--- config.mk ---
export PLATFORM = sky130hd
export DESIGN_NAME = stf_target
export DESIGN_NICKNAME = d
export VERILOG_FILES = /design/src/rtl/stf_pkg.sv /design/src/rtl/stf_sync.sv /design/src/rtl/stf_target.sv
export SDC_FILE = /design/constraint.sdc
export NUM_CORES = 1
export LEC_CHECK = 0
export BUFFER_PORTS_ARGS = -buffer_cell sky130_fd_sc_hd__buf_2
export CAP_MARGIN = 10
export CORE_MARGIN = 1.5
export CORE_UTILIZATION = 45
export DETAILED_ROUTE_END_ITERATION = 7
export PLACE_DENSITY = 0.76
export SYNTH_ARGS = -nofsm -noshare
export SYNTH_HDL_FRONTEND = slang
export SYNTH_SLANG_ARGS = --single-unit
--- constraint.sdc ---
create_clock -name clk -period 2.1 [get_ports clk]
set_input_delay 0.315 -clock clk [delete_from_list [all_inputs] [get_ports clk]]
set_output_delay 0.315 -clock clk [all_outputs]
set_load 0.02 [all_outputs]
--- src/rtl/stf_pkg.sv ---
// Package with constants and carrier types of the serial target frame interface.
package stf_pkg;
    localparam int FRAME_BITS       = 32;
    localparam int CLK_FREQ_MHZ     = 100;
    localparam int MAX_SCK_MHZ      = 10;
    localparam int TIMEOUT_MS       = 35;
    localparam int WAKE_DELAY_US    = 60;
    localparam int TIMEOUT_CYCLES   = TIMEOUT_MS * 1000 * CLK_FREQ_MHZ;
    localparam int WAKE_CYCLES      = WAKE_DELAY_US * CLK_FREQ_MHZ;
    localparam int CMD_OP_MSB       = 31;
    localparam int CMD_OP_LSB       = 30;
    localparam logic [1:0] CMD_OP_INVALID = 2'h3;
    localparam logic [31:0] CMD_RESET_VALUE = 32'h0;

    // Command word leaving the link, with its one-cycle valid strobe.
    typedef struct packed {
        logic        valid;
        logic [31:0] word;
    } stf_cmd_t;

    // Error event flags raised by the link.
    typedef struct packed {
        logic clock_count_error;
        logic invalid_command_error;
        logic select_low_timeout;
    } stf_err_t;
endpackage

--- src/rtl/stf_sync.sv ---
// Two flip-flop synchroniser for a bundle of asynchronous pins.
module stf_sync #(
    parameter int WIDTH = 3
) (
    input  wire logic             clk,
    input  wire logic             srst,
    input  wire logic [WIDTH-1:0] async_in,
    output logic      [WIDTH-1:0] sync_out
);
    logic [WIDTH-1:0] meta_reg;
    logic [WIDTH-1:0] sync_reg;

    // The first stage feeds only the second; reset to idle levels (select high).
    always_ff @(posedge clk)
    begin
        if (srst)
        begin
            meta_reg <= WIDTH'(1);
            sync_reg <= WIDTH'(1);
        end
        else
        begin
            meta_reg <= async_in;
            sync_reg <= meta_reg;
        end
    end

    assign sync_out = sync_reg;
endmodule

--- src/rtl/stf_target.sv ---
// Serial target frame interface: mode 0 shift logic, timeout and wake delay.
// Notes on behaviour
// Mode zero; clock idles low when deselected.
// Capture serial input on rising clock.
// Change serial output only on falling clock.
// Master clock at most ten megahertz; the test master in stf_master runs its clock at 12.5 MHz (80 ns period).
// Master keeps select high half microsecond.
// Select rising moves command to input register.
// Select low beyond timeout is failure.
// Standby wake enables drivers 60 us later.
// Drive output only while selected.
// Inverted global flag appears at select fall; the code drives global_ok_flag uninverted.
// Bad command or clock count sets error.
// Timeout also sets the serial error flag.
// Select fall clears shifter and counter.
module stf_target
    import stf_pkg::*;
#(
    parameter int TIMEOUT_CNT = TIMEOUT_CYCLES,
    parameter int WAKE_CNT    = WAKE_CYCLES
) (
    input  wire logic          clk,
    input  wire logic          srst,
    input  wire logic          select_low,
    input  wire logic          serial_clk,
    input  wire logic          serial_in,
    output logic               serial_out,
    output logic               serial_out_oe_n,
    input  wire logic [31:0]   response_word,
    input  wire logic          global_ok_flag,
    input  wire logic          regulator_standby_mode,
    input  wire logic          error_clear,
    output stf_pkg::stf_cmd_t  command,
    output logic               serial_error_flag,
    output stf_pkg::stf_err_t  error_events,
    output logic               drivers_enable
);
    import stf_pkg::*;

    typedef enum logic [1:0] {ST_IDLE, ST_FRAME, ST_FAIL} stf_state_t;

    logic [2:0] pins_sync;
    logic       sel_n;
    logic       sck;
    logic       din;

    // Pins cross into the clock domain before any logic looks at them.
    stf_sync #(.WIDTH(3)) u_sync (
        .clk      (clk),
        .srst     (srst),
        .async_in ({serial_in, serial_clk, select_low}),
        .sync_out (pins_sync)
    );
    assign sel_n = pins_sync[0];
    assign sck   = pins_sync[1];
    assign din   = pins_sync[2];

    stf_state_t  state_reg, state_next;
    logic        sel_d_reg, sck_d_reg;
    logic        stby_d_reg;
    logic [31:0] shift_reg, shift_next;
    logic [31:0] tx_reg, tx_next;
    logic [5:0]  count_reg, count_next;
    logic [31:0] tmo_reg, tmo_next;
    logic [15:0] wake_reg, wake_next;
    logic        wake_pend_reg, wake_pend_next;
    logic        drv_reg, drv_next;
    logic        so_reg, so_next;
    logic        oe_n_reg, oe_n_next;
    stf_cmd_t    cmd_reg, cmd_next;
    stf_err_t    ev_reg, ev_next;
    logic        err_reg, err_next;
    logic        sel_fall, sel_rise, sck_rise, sck_fall;

    // Edge detection reads only synchronised levels.
    assign sel_fall = sel_d_reg && !sel_n;
    assign sel_rise = !sel_d_reg && sel_n;
    assign sck_rise = !sel_n && !sck_d_reg && sck;
    assign sck_fall = !sel_n && sck_d_reg && !sck;

    // Next-state logic of the frame engine.
    always_comb
    begin
        state_next     = state_reg;
        shift_next     = shift_reg;
        tx_next        = tx_reg;
        count_next     = count_reg;
        tmo_next       = tmo_reg;
        wake_next      = wake_reg;
        wake_pend_next = wake_pend_reg;
        drv_next       = drv_reg;
        so_next        = so_reg;
        oe_n_next      = oe_n_reg;
        cmd_next       = cmd_reg;
        cmd_next.valid = 1'b0;
        ev_next        = '0;
        case (state_reg)
            ST_IDLE:
            begin
                oe_n_next = 1'b1;
                if (sel_fall)
                begin
                    state_next = ST_FRAME;
                    shift_next = '0;
                    count_next = '0;
                    tmo_next   = '0;
                    tx_next    = {response_word[30:0], 1'b0};
                    so_next    = global_ok_flag;
                    oe_n_next  = 1'b0;
                end
            end
            ST_FRAME:
            begin
                if (sel_rise)
                begin
                    state_next = ST_IDLE;
                    oe_n_next  = 1'b1;
                    if (count_reg != 6'(FRAME_BITS))
                        ev_next.clock_count_error = 1'b1;
                    else if (shift_reg[CMD_OP_MSB:CMD_OP_LSB] == CMD_OP_INVALID)
                        ev_next.invalid_command_error = 1'b1;
                    else
                    begin
                        cmd_next.valid = 1'b1;
                        cmd_next.word  = shift_reg;
                        if (regulator_standby_mode)
                        begin
                            wake_pend_next = 1'b1;
                            wake_next      = '0;
                        end
                    end
                end
                else
                begin
                    if (sck_rise)
                    begin
                        shift_next = {shift_reg[30:0], din};
                        if (count_reg != 6'h3F)
                            count_next = count_reg + 6'h01;
                    end
                    if (sck_fall)
                    begin
                        so_next = tx_reg[31];
                        tx_next = {tx_reg[30:0], 1'b0};
                    end
                    if (tmo_reg >= 32'(TIMEOUT_CNT - 1))
                    begin
                        state_next = ST_FAIL;
                        ev_next.select_low_timeout = 1'b1;
                    end
                    else
                        tmo_next = tmo_reg + 32'h1;
                end
            end
            ST_FAIL:
            begin
                // Output stays driven while selected; the frame is dropped.
                if (sel_rise)
                begin
                    state_next = ST_IDLE;
                    oe_n_next  = 1'b1;
                end
            end
            default: state_next = ST_IDLE;
        endcase
        // Wake delay counts after select has returned high.
        if (wake_pend_reg && !(state_reg == ST_FRAME && sel_rise))
        begin
            if (wake_reg >= 16'(WAKE_CNT - 1))
            begin
                wake_pend_next = 1'b0;
                drv_next       = 1'b1;
            end
            else
                wake_next = wake_reg + 16'h1;
        end
        // Entering standby drops the drivers; a level test would undo a finished wake.
        if (regulator_standby_mode && !stby_d_reg)
            drv_next = 1'b0;
        else if (!regulator_standby_mode && !wake_pend_reg)
            drv_next = 1'b1;
    end

    // Sticky error flag: a new event wins over a clear.
    always_comb
    begin
        err_next = err_reg;
        if (error_clear)
            err_next = 1'b0;
        if (|ev_next)
            err_next = 1'b1;
    end

    // Registers of the frame engine.
    always_ff @(posedge clk)
    begin
        if (srst)
        begin
            state_reg     <= ST_IDLE;
            sel_d_reg     <= 1'b1;
            sck_d_reg     <= 1'b0;
            stby_d_reg    <= 1'b0;
            shift_reg     <= CMD_RESET_VALUE;
            tx_reg        <= '0;
            count_reg     <= '0;
            tmo_reg       <= '0;
            wake_reg      <= '0;
            wake_pend_reg <= 1'b0;
            drv_reg       <= 1'b0;
            so_reg        <= 1'b0;
            oe_n_reg      <= 1'b1;
            cmd_reg       <= '0;
            ev_reg        <= '0;
            err_reg       <= 1'b0;
        end
        else
        begin
            state_reg     <= state_next;
            sel_d_reg     <= sel_n;
            sck_d_reg     <= sck;
            stby_d_reg    <= regulator_standby_mode;
            shift_reg     <= shift_next;
            tx_reg        <= tx_next;
            count_reg     <= count_next;
            tmo_reg       <= tmo_next;
            wake_reg      <= wake_next;
            wake_pend_reg <= wake_pend_next;
            drv_reg       <= drv_next;
            so_reg        <= so_next;
            oe_n_reg      <= oe_n_next;
            cmd_reg       <= cmd_next;
            ev_reg        <= ev_next;
            err_reg       <= err_next;
        end
    end

    assign serial_out        = so_reg;
    assign serial_out_oe_n   = oe_n_reg;
    assign command           = cmd_reg;
    assign error_events      = ev_reg;
    assign serial_error_flag = err_reg;
    assign drivers_enable    = drv_reg;

    // Output is released one cycle after a select rise is seen.
    chk_release_on_deselect: assert property (@(posedge clk) disable iff (srst)
        sel_rise |=> oe_n_reg)
        else $error("serial output not released after deselect");

    chk_status_at_select: assert property (@(posedge clk) disable iff (srst)
        (sel_fall && state_reg == ST_IDLE) |=> (!oe_n_reg && so_reg == $past(global_ok_flag)))
        else $error("status flag not presented at select fall");

    chk_out_on_fall: assert property (@(posedge clk) disable iff (srst)
        (!sck_fall && !sel_fall && !oe_n_reg) |=> $stable(so_reg))
        else $error("serial output changed outside a falling clock edge");

    chk_cmd_on_rise: assert property (@(posedge clk) disable iff (srst)
        cmd_reg.valid |-> $past(sel_rise))
        else $error("command issued without select rise");

    chk_count_error: assert property (@(posedge clk) disable iff (srst)
        (sel_rise && state_reg == ST_FRAME && count_reg != 6'(FRAME_BITS))
            |=> ev_reg.clock_count_error ##1 serial_error_flag)
        else $error("clock count error not flagged");

    chk_timeout_flag: assert property (@(posedge clk) disable iff (srst)
        ev_reg.select_low_timeout |=> serial_error_flag)
        else $error("timeout did not set the error flag");

    chk_timeout_hold: assert property (@(posedge clk) disable iff (srst)
        ev_reg.select_low_timeout |-> $past(tmo_reg) == 32'(TIMEOUT_CNT - 1))
        else $error("timeout fired at the wrong count");

    chk_shift_capture: assert property (@(posedge clk) disable iff (srst)
        (state_reg == ST_FRAME && sck_rise && !sel_rise) |=> shift_reg[0] == $past(din))
        else $error("serial input not captured on rising clock");

    chk_frame_clear: assert property (@(posedge clk) disable iff (srst)
        (sel_fall && state_reg == ST_IDLE) |=> (count_reg == 6'h00 && shift_reg == 32'h0))
        else $error("frame state not cleared at select fall");

    chk_wake_delay: assert property (@(posedge clk) disable iff (srst)
        $rose(drv_reg) && $past(wake_pend_reg) |-> $past(wake_reg) == 16'(WAKE_CNT - 1))
        else $error("drivers enabled at the wrong wake delay");
endmodule

After elaboration in Yosys (flattened, before gate mapping). Cells that the tools add are included. W data, S select, Z words.

Output and inout port bits: 40. Flip-flop bits (word level): 170. Memories kept: 0. Bits in latches: 0. RAM bits: 0. Memory bits (read-only): 0.

Magnitude comparators: 2. Add/sub/neg operators: 3. Div/mod/pow operators: 0. Shift-type cells: 0. Reductions and logical operators: 36. Bitwise gates (word level): 4. Multiplexer cells: 55. Equal/unequal tests: 14. Multiply operators: 0.

Operator list (count): $mux W32 (8); $pmux W32 S2 (3); $mux W16 (7); $mux W33 (1); $add A32 B1 Y32 const B (1); $ge A32 B22 Y1 const B (1); $mux W6 (4); $mux W1 (22); $add A16 B1 Y16 const B (1); $ge A16 B13 Y1 const B (1); $reduce_and A4 Y1 (4); $ne A2 B2 Y1 const B (7); $ne A6 B6 Y1 const B (2); $pmux W6 S2 (1); $logic_and A1 B1 Y1 (10); $mux W2 (5); $reduce_bool A2 Y1 (5); $logic_not A1 Y1 (8); $add A6 B1 Y6 const B (1); $pmux W2 S3 (1); $reduce_and A5 Y1 (1); $eq A2 B2 Y1 const B (2); $not A1 Y1 (4); $pmux W1 S2 (2); other kinds (10) (12).

Longest topological paths before layout. Gate-level depths: netlist (run 1).

Word-level depth: 7. Depth in mapped cells: 9. Depth with buffers taken out: 8.

Cells and area by module. Synthesis (run 1) repeated with hierarchy kept, for this count alone.

Cell total of the unflattened synthesis: 818. Area, all modules: 7061.8 µm².

By module, submodules not included: stf_target (times used 1, sequential area each 3263.1 µm², cells each 806, area each 6904.1 µm²); stf_sync (times used 1, sequential area each 120.1 µm², cells each 12, area each 157.7 µm²).

Worst setup path before layout (run 1). Ideal clock, no wire load.

Kind: register to register. Start point: reg state_reg[0]. End point: reg tmo_reg[15]. Stages on the path, launching flop included: 9. Path slack: -0.024 ns. Path buffers: 1. Data arrival time: 2.001 ns. Setup time: 0.123 ns. Period minus slack after synthesis: 2.124 ns. Path through: dfxtp_1 inv_1 ha_1 buf_2 o31ai_4 nand4_1 a21oi_4 nand4_1 mux2_1.

Word-level cells in the longest chain between the ends: 3. Elaborated cells between the ends (all ways): 8. Those cells by class: eq/ne (4); mux (1); reduce/logical (3).

Ends and longest elaborated chain: start, declared (line stf_target.sv:58) `stf_state_t state_reg, state_next;`; start signal, assigned (line stf_target.sv:218) `state_reg <= state_next;`; $eq A2 B1 Y1 or $logic_not A2 Y1 (tied branches) (line stf_target.sv:97) `case (state_reg)`; $ne A2 B2 Y1 (no line) or $reduce_bool A2 Y1 (tied branches); $reduce_and A4 Y1 (no line); end signal, assigned (line stf_target.sv:225) `tmo_reg <= tmo_next;`; end, declared (line stf_target.sv:64) `logic [31:0] tmo_reg, tmo_next;`.

Parallel ways exist; a longest one is shown, timed or not. A chain may end at the register's enable or synchronous reset.

Final worst setup path (run 1).
Start point: reg tmo_reg[27]. End point: reg tmo_reg[8].

Word-level cells in the longest chain between the ends: 3.

Ends and longest elaborated chain: $ge A32 B22 Y1 (line stf_target.sv:146) `if (tmo_reg >= 32'(TIMEOUT_CNT - 1))`; $ne A2 B2 Y1 (no line); $reduce_and A4 Y1 (no line).

Every way passes these cells.

==> flow_summary.json, run 1 <==
{
  "met3RoutedLength_um": 746,
  "worst-path-max-fanout": 4,
  "total_routing_resource_utilization_after_global_routing_pct": 18.11,
  "netlist.area_leader.share_pct": 49.55,
  "synthesis.instances": 780,
  "gp_routability_congestion": 0.8207,
  "layout.nets": 926,
  "yosys-top-cells-area": "dfxtp_1 (50%), nand2_1 (7.6%), a21oi_1 (6.3%)",
  "clk_path_buf_depth": 2,
  "yosys_warning_total": 0,
  "worst_hold_path_type": "primary input to flop",
  "preCtsSetupSlack_ps": -15.65,
  "route.top_layer_used": "met4",
  "slew_headroom_pct": 66.87,
  "yosysUniqueCellTypes": 56,
  "route.layer.met1.wl_mm": 6.588,
  "die_width_um": 126.2,
  "final_cell_count_no_fill": 1076,
  "async_reset_ff_share_pct": 0,
  "number_of_enable_flip_flop_cells_after_synthesis": 0,
  "post_detailed_route_count_of_antenna_violating_nets": 0,
  "clkSlewWorstSetupHoldPaths_ps": 70,
  "detail_route.iter0.violations": 452,
  "path_class": "flop to flop",
  "hold_violations": 0,
  "globalRouteOverflowTotal": 0,
  "fin_tns_setup_ps": 0,
  "max_cap_viol_count": 0,
  "grt_first_pass_wirelength_mm": 23.63,
  "ys_seq_area_share_pct": 49.55,
  "syn-num-nets": 827,
  "floorplan.initialDensity_pct": 46.45,
  "timing.final.setup_violations": 0,
  "viasPerCell": 5.210,
  "drt_drc_violations_left": 0,
  "critical_path_startpoint_category": "flop",
  "maxClockFrequency_mhz": 479.2,
  "power-per-cell-area_mw_per_mm2": 855.2,
  "h-tree-depth": 4,
  "cts_tree": "yes",
  "cp_data_arrival_time_ps": 2420,
  "final.setup_skew_ps": 7.426,
  "numCtsBuffers": 17,
  "first_global_vias": 5260,
  "layout_min_cycle_time_ps": 2087,
  "ys_seq_elements": 169,
  "vias": 5606,
  "wl_met2_mm": 6.503,
  "clock-root-buffer": "clkbuf_16",
  "p_leak_uw": 0.003124,
  "placed_cells_incl_taps": 1035,
  "clock-sinks": 169,
  "floorplan.rows": 44,
  "synth_flop_cell": "dfxtp_1",
  "max_slew.worst_pin.slew_ps": 496.9,
  "core-area_mm2": 0.01470,
  "maximum_number_of_pins_on_one_net_before_global_route_repair": 35,
  "fin_ws_ps": 13.29,
  "finalCritPeriodShare_pct": 99.37,
  "crit_path_end_kind": "flop",
  "fp.dieArea_mm2": 0.01592,
  "placement.io_buffers": 78,
  "hpwl_mm": 9.062,
  "run_status": "finished, final reports clean",
  "finalWirelength_mm": 14.01,
  "floorplan.io_pins": 80,
  "clkLatencyLatePin_ps": 440,
  "detailedRoute.firstPassIterationCount": 5,
  "layout_common_cells": "dfxtp_1 (165), nand2_1 (138), a21oi_1 (85)",
  "final_layout_size_suffix_gt1_share_pct": 22.65,
  "timing_max_transition_violations_final": 0,
  "fillers": 1257,
  "ir_worst_vdd_v": 0.0006202,
  "layout.cells.most_common": "dfxtp_1",
  "mappedNetlistArea_mm2": 0.006828,
  "syn_to_final_growth_pct": 23.44,
  "required_worst_endpoint_ps": 2430,
  "diodes": 0,
  "antenna_violations_before_repair": 0,
  "route.detailed.wl_per_inst_um": 13.02,
  "grt_setup_unrepaired": "yes",
  "die_outline_height_um": 126.2,
  "largest_register_ff_count": 33,
  "syn_avg_cell_area_um2": 8.754,
  "synth_area_leader_cell": "dfxtp_1"
}
==> layout make-up <==
cell class / count / area [um2] / share of cell area [%]
Sequential cell: 169 / 3388 / 40.20
Multi-Input combinational cell: 550 / 3321 / 39.40
Timing Repair Buffer: 129 / 845.8 / 10.04
Clock buffer: 18 / 439.2 / 5.211
Tap cell: 184 / 230.2 / 2.732
Clock inverter: 14 / 158.9 / 1.885
Inverter: 12 / 45.04 / 0.5344
==> repair_timing <==
item,CTS,global route
resized for setup,3,20
pin swaps,1,11
hold buffers,0,0
cloned,0,0
setup buffers,0,9
endpoints found under the setup margin,6,76
==> cells in the mapped netlist, types with 2 or more instances <==
master	number
dfxtp_1	169
nand2_1	138
a21oi_1	86
nor2_1	82
clkbuf_1	37
a211oi_1	36
mux2i_1	34
nand3_1	26
xnor2_1	17
and2_1	15
nand4_1	14
inv_1	12
xor2_1	11
nand2b_1	9
buf_2	8
nor2b_1	8
nor3_1	8
and3_1	7
ha_1	7
a2111oi_2	4
or2_2	4
or3_1	4
a31o_2	3
nand3b_1	3
o21ai_0	3
a21o_1	2
buf_1	2
o211ai_1	2
o21a_1	2
==> kinds of logic (layout without fill, tap and decap cells) <==
| logic type | after synthesis | in the layout | share of synthesized area, % |
|---|---|---|---|
| compound gates | 155 | 155 | 15.26 |
| xor+xnor | 28 | 28 | 3.592 |
| fa+ha+maj | 7 | 7 | 1.283 |
| buf+inv | 61 | 173 | 3.665 |
| flops | 169 | 169 | 49.55 |
| mux | 36 | 36 | 5.314 |
| simple gates | 324 | 324 | 21.33 |
==> worst paths after layout <==
kind,from,slack [ps],endpoint,depth (start not counted)
min,select_low,70,u_sync.meta_reg[0]$_SDFF_PP1_,2
max,tmo_reg[27]$_SDFFE_PP0P_,10,tmo_reg[8]$_SDFFE_PP0P_,7
min reg2reg,u_sync.meta_reg[0]$_SDFF_PP1_,420,u_sync.sync_out[0]$_SDFF_PP1_,1
max reg2reg,tmo_reg[27]$_SDFFE_PP0P_,10,tmo_reg[8]$_SDFFE_PP0P_,7
==> routing by layer <==
metal | vias to the layer above | track usage (%)
met5 | - | 0
met4 | 0 | 6.761
met3 | 19 | 5.735
met2 | 126 | 29.51
met1 | 2584 | 22.54
li1 | 2877 | -
==> per-stage QoR <==
step                      utilization (%)  area (um2)  total power, uW  hold WS [ps]
final                               57.34        8428             7208         73.49
after global routing                57.34        8428             7490         63.16
after CTS                           56.21        8263             7219         60.98
after detailed placement            52.07        7654             4081         407.7
after global placement              52.07        7654             4062         391.0
after floorplan                         -        6830             3877         389.5
==> critical path: stages, from the launching register on <==
cell,delay (ps)
dfxtp_2,320
or4_4,520
a211o_1,260
buf_6,140
a2111oi_4,410
buf_4,190
xnor2_2,100
nor2_1,50
==> power breakdown <==
group          internal (uW)  switching, uW  leakage, uW
Sequential              3290           48.0      0.00137
Combinational            322            404      0.00147
Clock                   1800           1340     0.000288
Total                   5410           1790      0.00312
Power figures use the tool's default switching activity.
==> inputs of run 2 (changes only) <==
--- a/config.mk
+++ b/config.mk
@@ -7,10 +7,11 @@
 export LEC_CHECK = 0
 export BUFFER_PORTS_ARGS = -buffer_cell sky130_fd_sc_hd__buf_2
 export CAP_MARGIN = 10
+export CORE_ASPECT_RATIO = 1.5
 export CORE_MARGIN = 1.5
 export CORE_UTILIZATION = 45
 export DETAILED_ROUTE_END_ITERATION = 7
-export PLACE_DENSITY = 0.76
+export PLACE_DENSITY = 0.73
 export SYNTH_ARGS = -nofsm -noshare
 export SYNTH_HDL_FRONTEND = slang
 export SYNTH_SLANG_ARGS = --single-unit
==> constraint.sdc (replaced) <==
create_clock -name clk -period 2.41 [get_ports clk]
set_input_delay 0.3615 -clock clk [delete_from_list [all_inputs] [get_ports clk]]
set_output_delay 0.3615 -clock clk [all_outputs]
set_load 0.02 [all_outputs]
==> run 2 against run 1 <==
  * Fmax down 8.1%
  * Sequential share of layout area grew 1.4 points
  * Clock-buffer cell count unchanged
  * Hold slack gained 54 ps
  * Critical endpoint is now tmo_reg[17]$_SDFFE_PP0P_
  * First-iteration DRC count decreased by 38%
  * Total power decreased by 14%
  * Global-route usage fell by 0.29 points
  * Sequential power shrank 13%
  * Routed wire length is 2.7% lower
  * Core utilization down 2.9 points
  * Critical path type unchanged
  * Flip-flop and latch count is the same
  * Clock power fell by 12%
==> flow_summary.json, run 2 (synthesis results as in run 1) <==
{
  "viasPerCell": 5.140,
  "layout.nets": 900,
  "diodes": 0,
  "critical_path.slowest_cell": "a211o_2",
  "grt_setup_unrepaired": "no",
  "floorplan.io_pins": 80,
  "floorplan.initialDensity_pct": 45.72,
  "seqCellArea_mm2": 0.003383,
  "detailedRoute.firstPassIterationCount": 4,
  "numCtsBuffers": 17,
  "first_global_vias": 5255,
  "syn_to_final_growth_pct": 19.17,
  "multi_input_comb_area_mm2": 0.003226,
  "finalCoreUtilization_pct": 54.49,
  "clk_path_buf_depth": 2,
  "finalCritPeriodShare_pct": 94.17,
  "dpl_cell_area_mm2": 0.007512,
  "h-tree-depth": 4,
  "clock-root-buffer": "clkbuf_16",
  "path_class": "flop to flop",
  "crit_path_end_kind": "flop",
  "vias": 5474,
  "timing.critical_path.max_delay_family": "compound AO/OA/AOI/OAI gates",
  "worst-path-max-fanout": 10,
  "die_outline_height_um": 153.9,
  "die_width_um": 103.6,
  "floorplan.rows": 55,
  "hpwl_mm": 8.852,
  "timing.final.setup_violations": 0,
  "layout_common_cells": "dfxtp_1 (169), nand2_1 (138), a21oi_1 (85)",
  "clkLatencyLatePin_ps": 430,
  "p_leak_uw": 0.002982,
  "power-per-cell-area_mw_per_mm2": 765.9,
  "totalPowerFinal_uw": 6232,
  "route.detailed.wl_per_inst_um": 12.81,
  "gp_routability_congestion": 0.8314,
  "cts_tree": "yes",
  "antenna_violations_before_repair": 0,
  "largest_register_ff_count": 33,
  "layout_min_cycle_time_ps": 2269,
  "core-area_mm2": 0.01493,
  "drt_drc_violations_left": 0,
  "grt_first_pass_wirelength_mm": 23.65,
  "detail_route.iter0.violations": 279,
  "crit_path_cell_trace": "ha_1 > a41oi_1 > o311ai_1 > a211o_2 > buf_4 > a211oi_1 > xnor2_1 > nor2_1",
  "globalRouteOverflowTotal": 0,
  "path_buf_inv": 1,
  "hold_violations": 0,
  "cp_data_arrival_time_ps": 2570,
  "timing_max_transition_violations_final": 0,
  "critical_path_startpoint_category": "flop",
  "post_detailed_route_count_of_antenna_violating_nets": 0,
  "final.setup_skew_ps": 16.98,
  "clock-sinks": 169,
  "run_status": "finished, final reports clean",
  "final_layout_size_suffix_gt1_share_pct": 18.59,
  "finalWirelength_mm": 13.64,
  "placement.io_buffers": 78,
  "cpPeakStageDelay_ps": 440,
  "fp.dieArea_mm2": 0.01594,
  "worst_hold_path_type": "primary input to flop",
  "slew_headroom_pct": 65.36,
  "layout.cells.most_common": "dfxtp_1",
  "ir_worst_vdd_v": 0.0004549,
  "final_cell_area_mm2": 0.008137,
  "maxClockFrequency_mhz": 440.6,
  "fin_tns_setup_ps": 0,
  "max_cap_viol_count": 0,
  "fillers": 1367,
  "total_routing_resource_utilization_after_global_routing_pct": 17.82,
  "clkSlewWorstSetupHoldPaths_ps": 70,
  "maximum_number_of_pins_on_one_net_before_global_route_repair": 64,
  "required_worst_endpoint_ps": 2710,
  "max_slew.worst_pin.slew_ps": 519.6
}
==> run 2: cell count changes in the layout (fill, tap and decap cells not counted), sizes merged <==
cell,change
clkinvlp,-2
buf,-26
bufinv,-1
inv,+2
clkinv,+1
==> run 2: timing repair <==
| action | in CTS | in global routing |
|---|---|---|
| hold endpoints to repair | 0 | 0 |
| resized for setup | 0 | 1 |
| hold buffers | 0 | 0 |
| buffers inserted | 0 | 1 |
| setup endpoints to repair | 0 | 17 |
==> run 2: routing by layer <==
| layer | wire length [um] | up-vias | global-route usage, % |
|---|---|---|---|
| met1 | 6136 | 2550 | 20.87 |
| li1 | - | 2821 | - |
| met3 | 428 | 10 | 4.197 |
| met5 | 0 | - | 0 |
| met4 | 133 | 0 | 6.415 |
| met2 | 6940 | 93 | 31.68 |
==> run 2: worst paths after layout <==
path / from / end / slack, ps / cells past startpoint
max reg2reg: tmo_reg[1]$_SDFFE_PP0P_ / tmo_reg[17]$_SDFFE_PP0P_ / 140 / 8
max: tmo_reg[1]$_SDFFE_PP0P_ / tmo_reg[17]$_SDFFE_PP0P_ / 140 / 8
min: select_low / u_sync.meta_reg[0]$_SDFF_PP1_ / 130 / 2
min reg2reg: u_sync.meta_reg[0]$_SDFF_PP1_ / u_sync.sync_out[0]$_SDFF_PP1_ / 410 / 1
==> run 2: cell type report <==
| type | count | share of cell area (%) |
|---|---|---|
| inverters | 12 | 0.5536 |
| clock buffers | 18 | 5.398 |
| multi-input cells | 550 | 39.64 |
| repair buffers | 103 | 7.596 |
| clock inverters | 14 | 2.168 |
| flip-flops and latches | 169 | 41.58 |
| well taps | 199 | 3.060 |
==> run 2: report_power, final <==
part | leakage [uW] | switching [uW] | internal, uW
sequential | 0.00137 | 39.2 | 2860
combinational | 0.00131 | 335 | 228
clock | 0.000302 | 1250 | 1520
==> run 2: stage by stage <==
stage | hold WS (ps) | worst slack, ps | instances
3_3_place_gp | 393.0 | 128.5 | 1032
2_1_floorplan | 389.5 | 286.0 | 780
6_report | 127.3 | 140.6 | 1065
3_5_place_dp | 396.0 | 93.16 | 1032
4_1_cts | 111.4 | 70.73 | 1064
5_1_grt | 103.9 | 20.31 | 1065
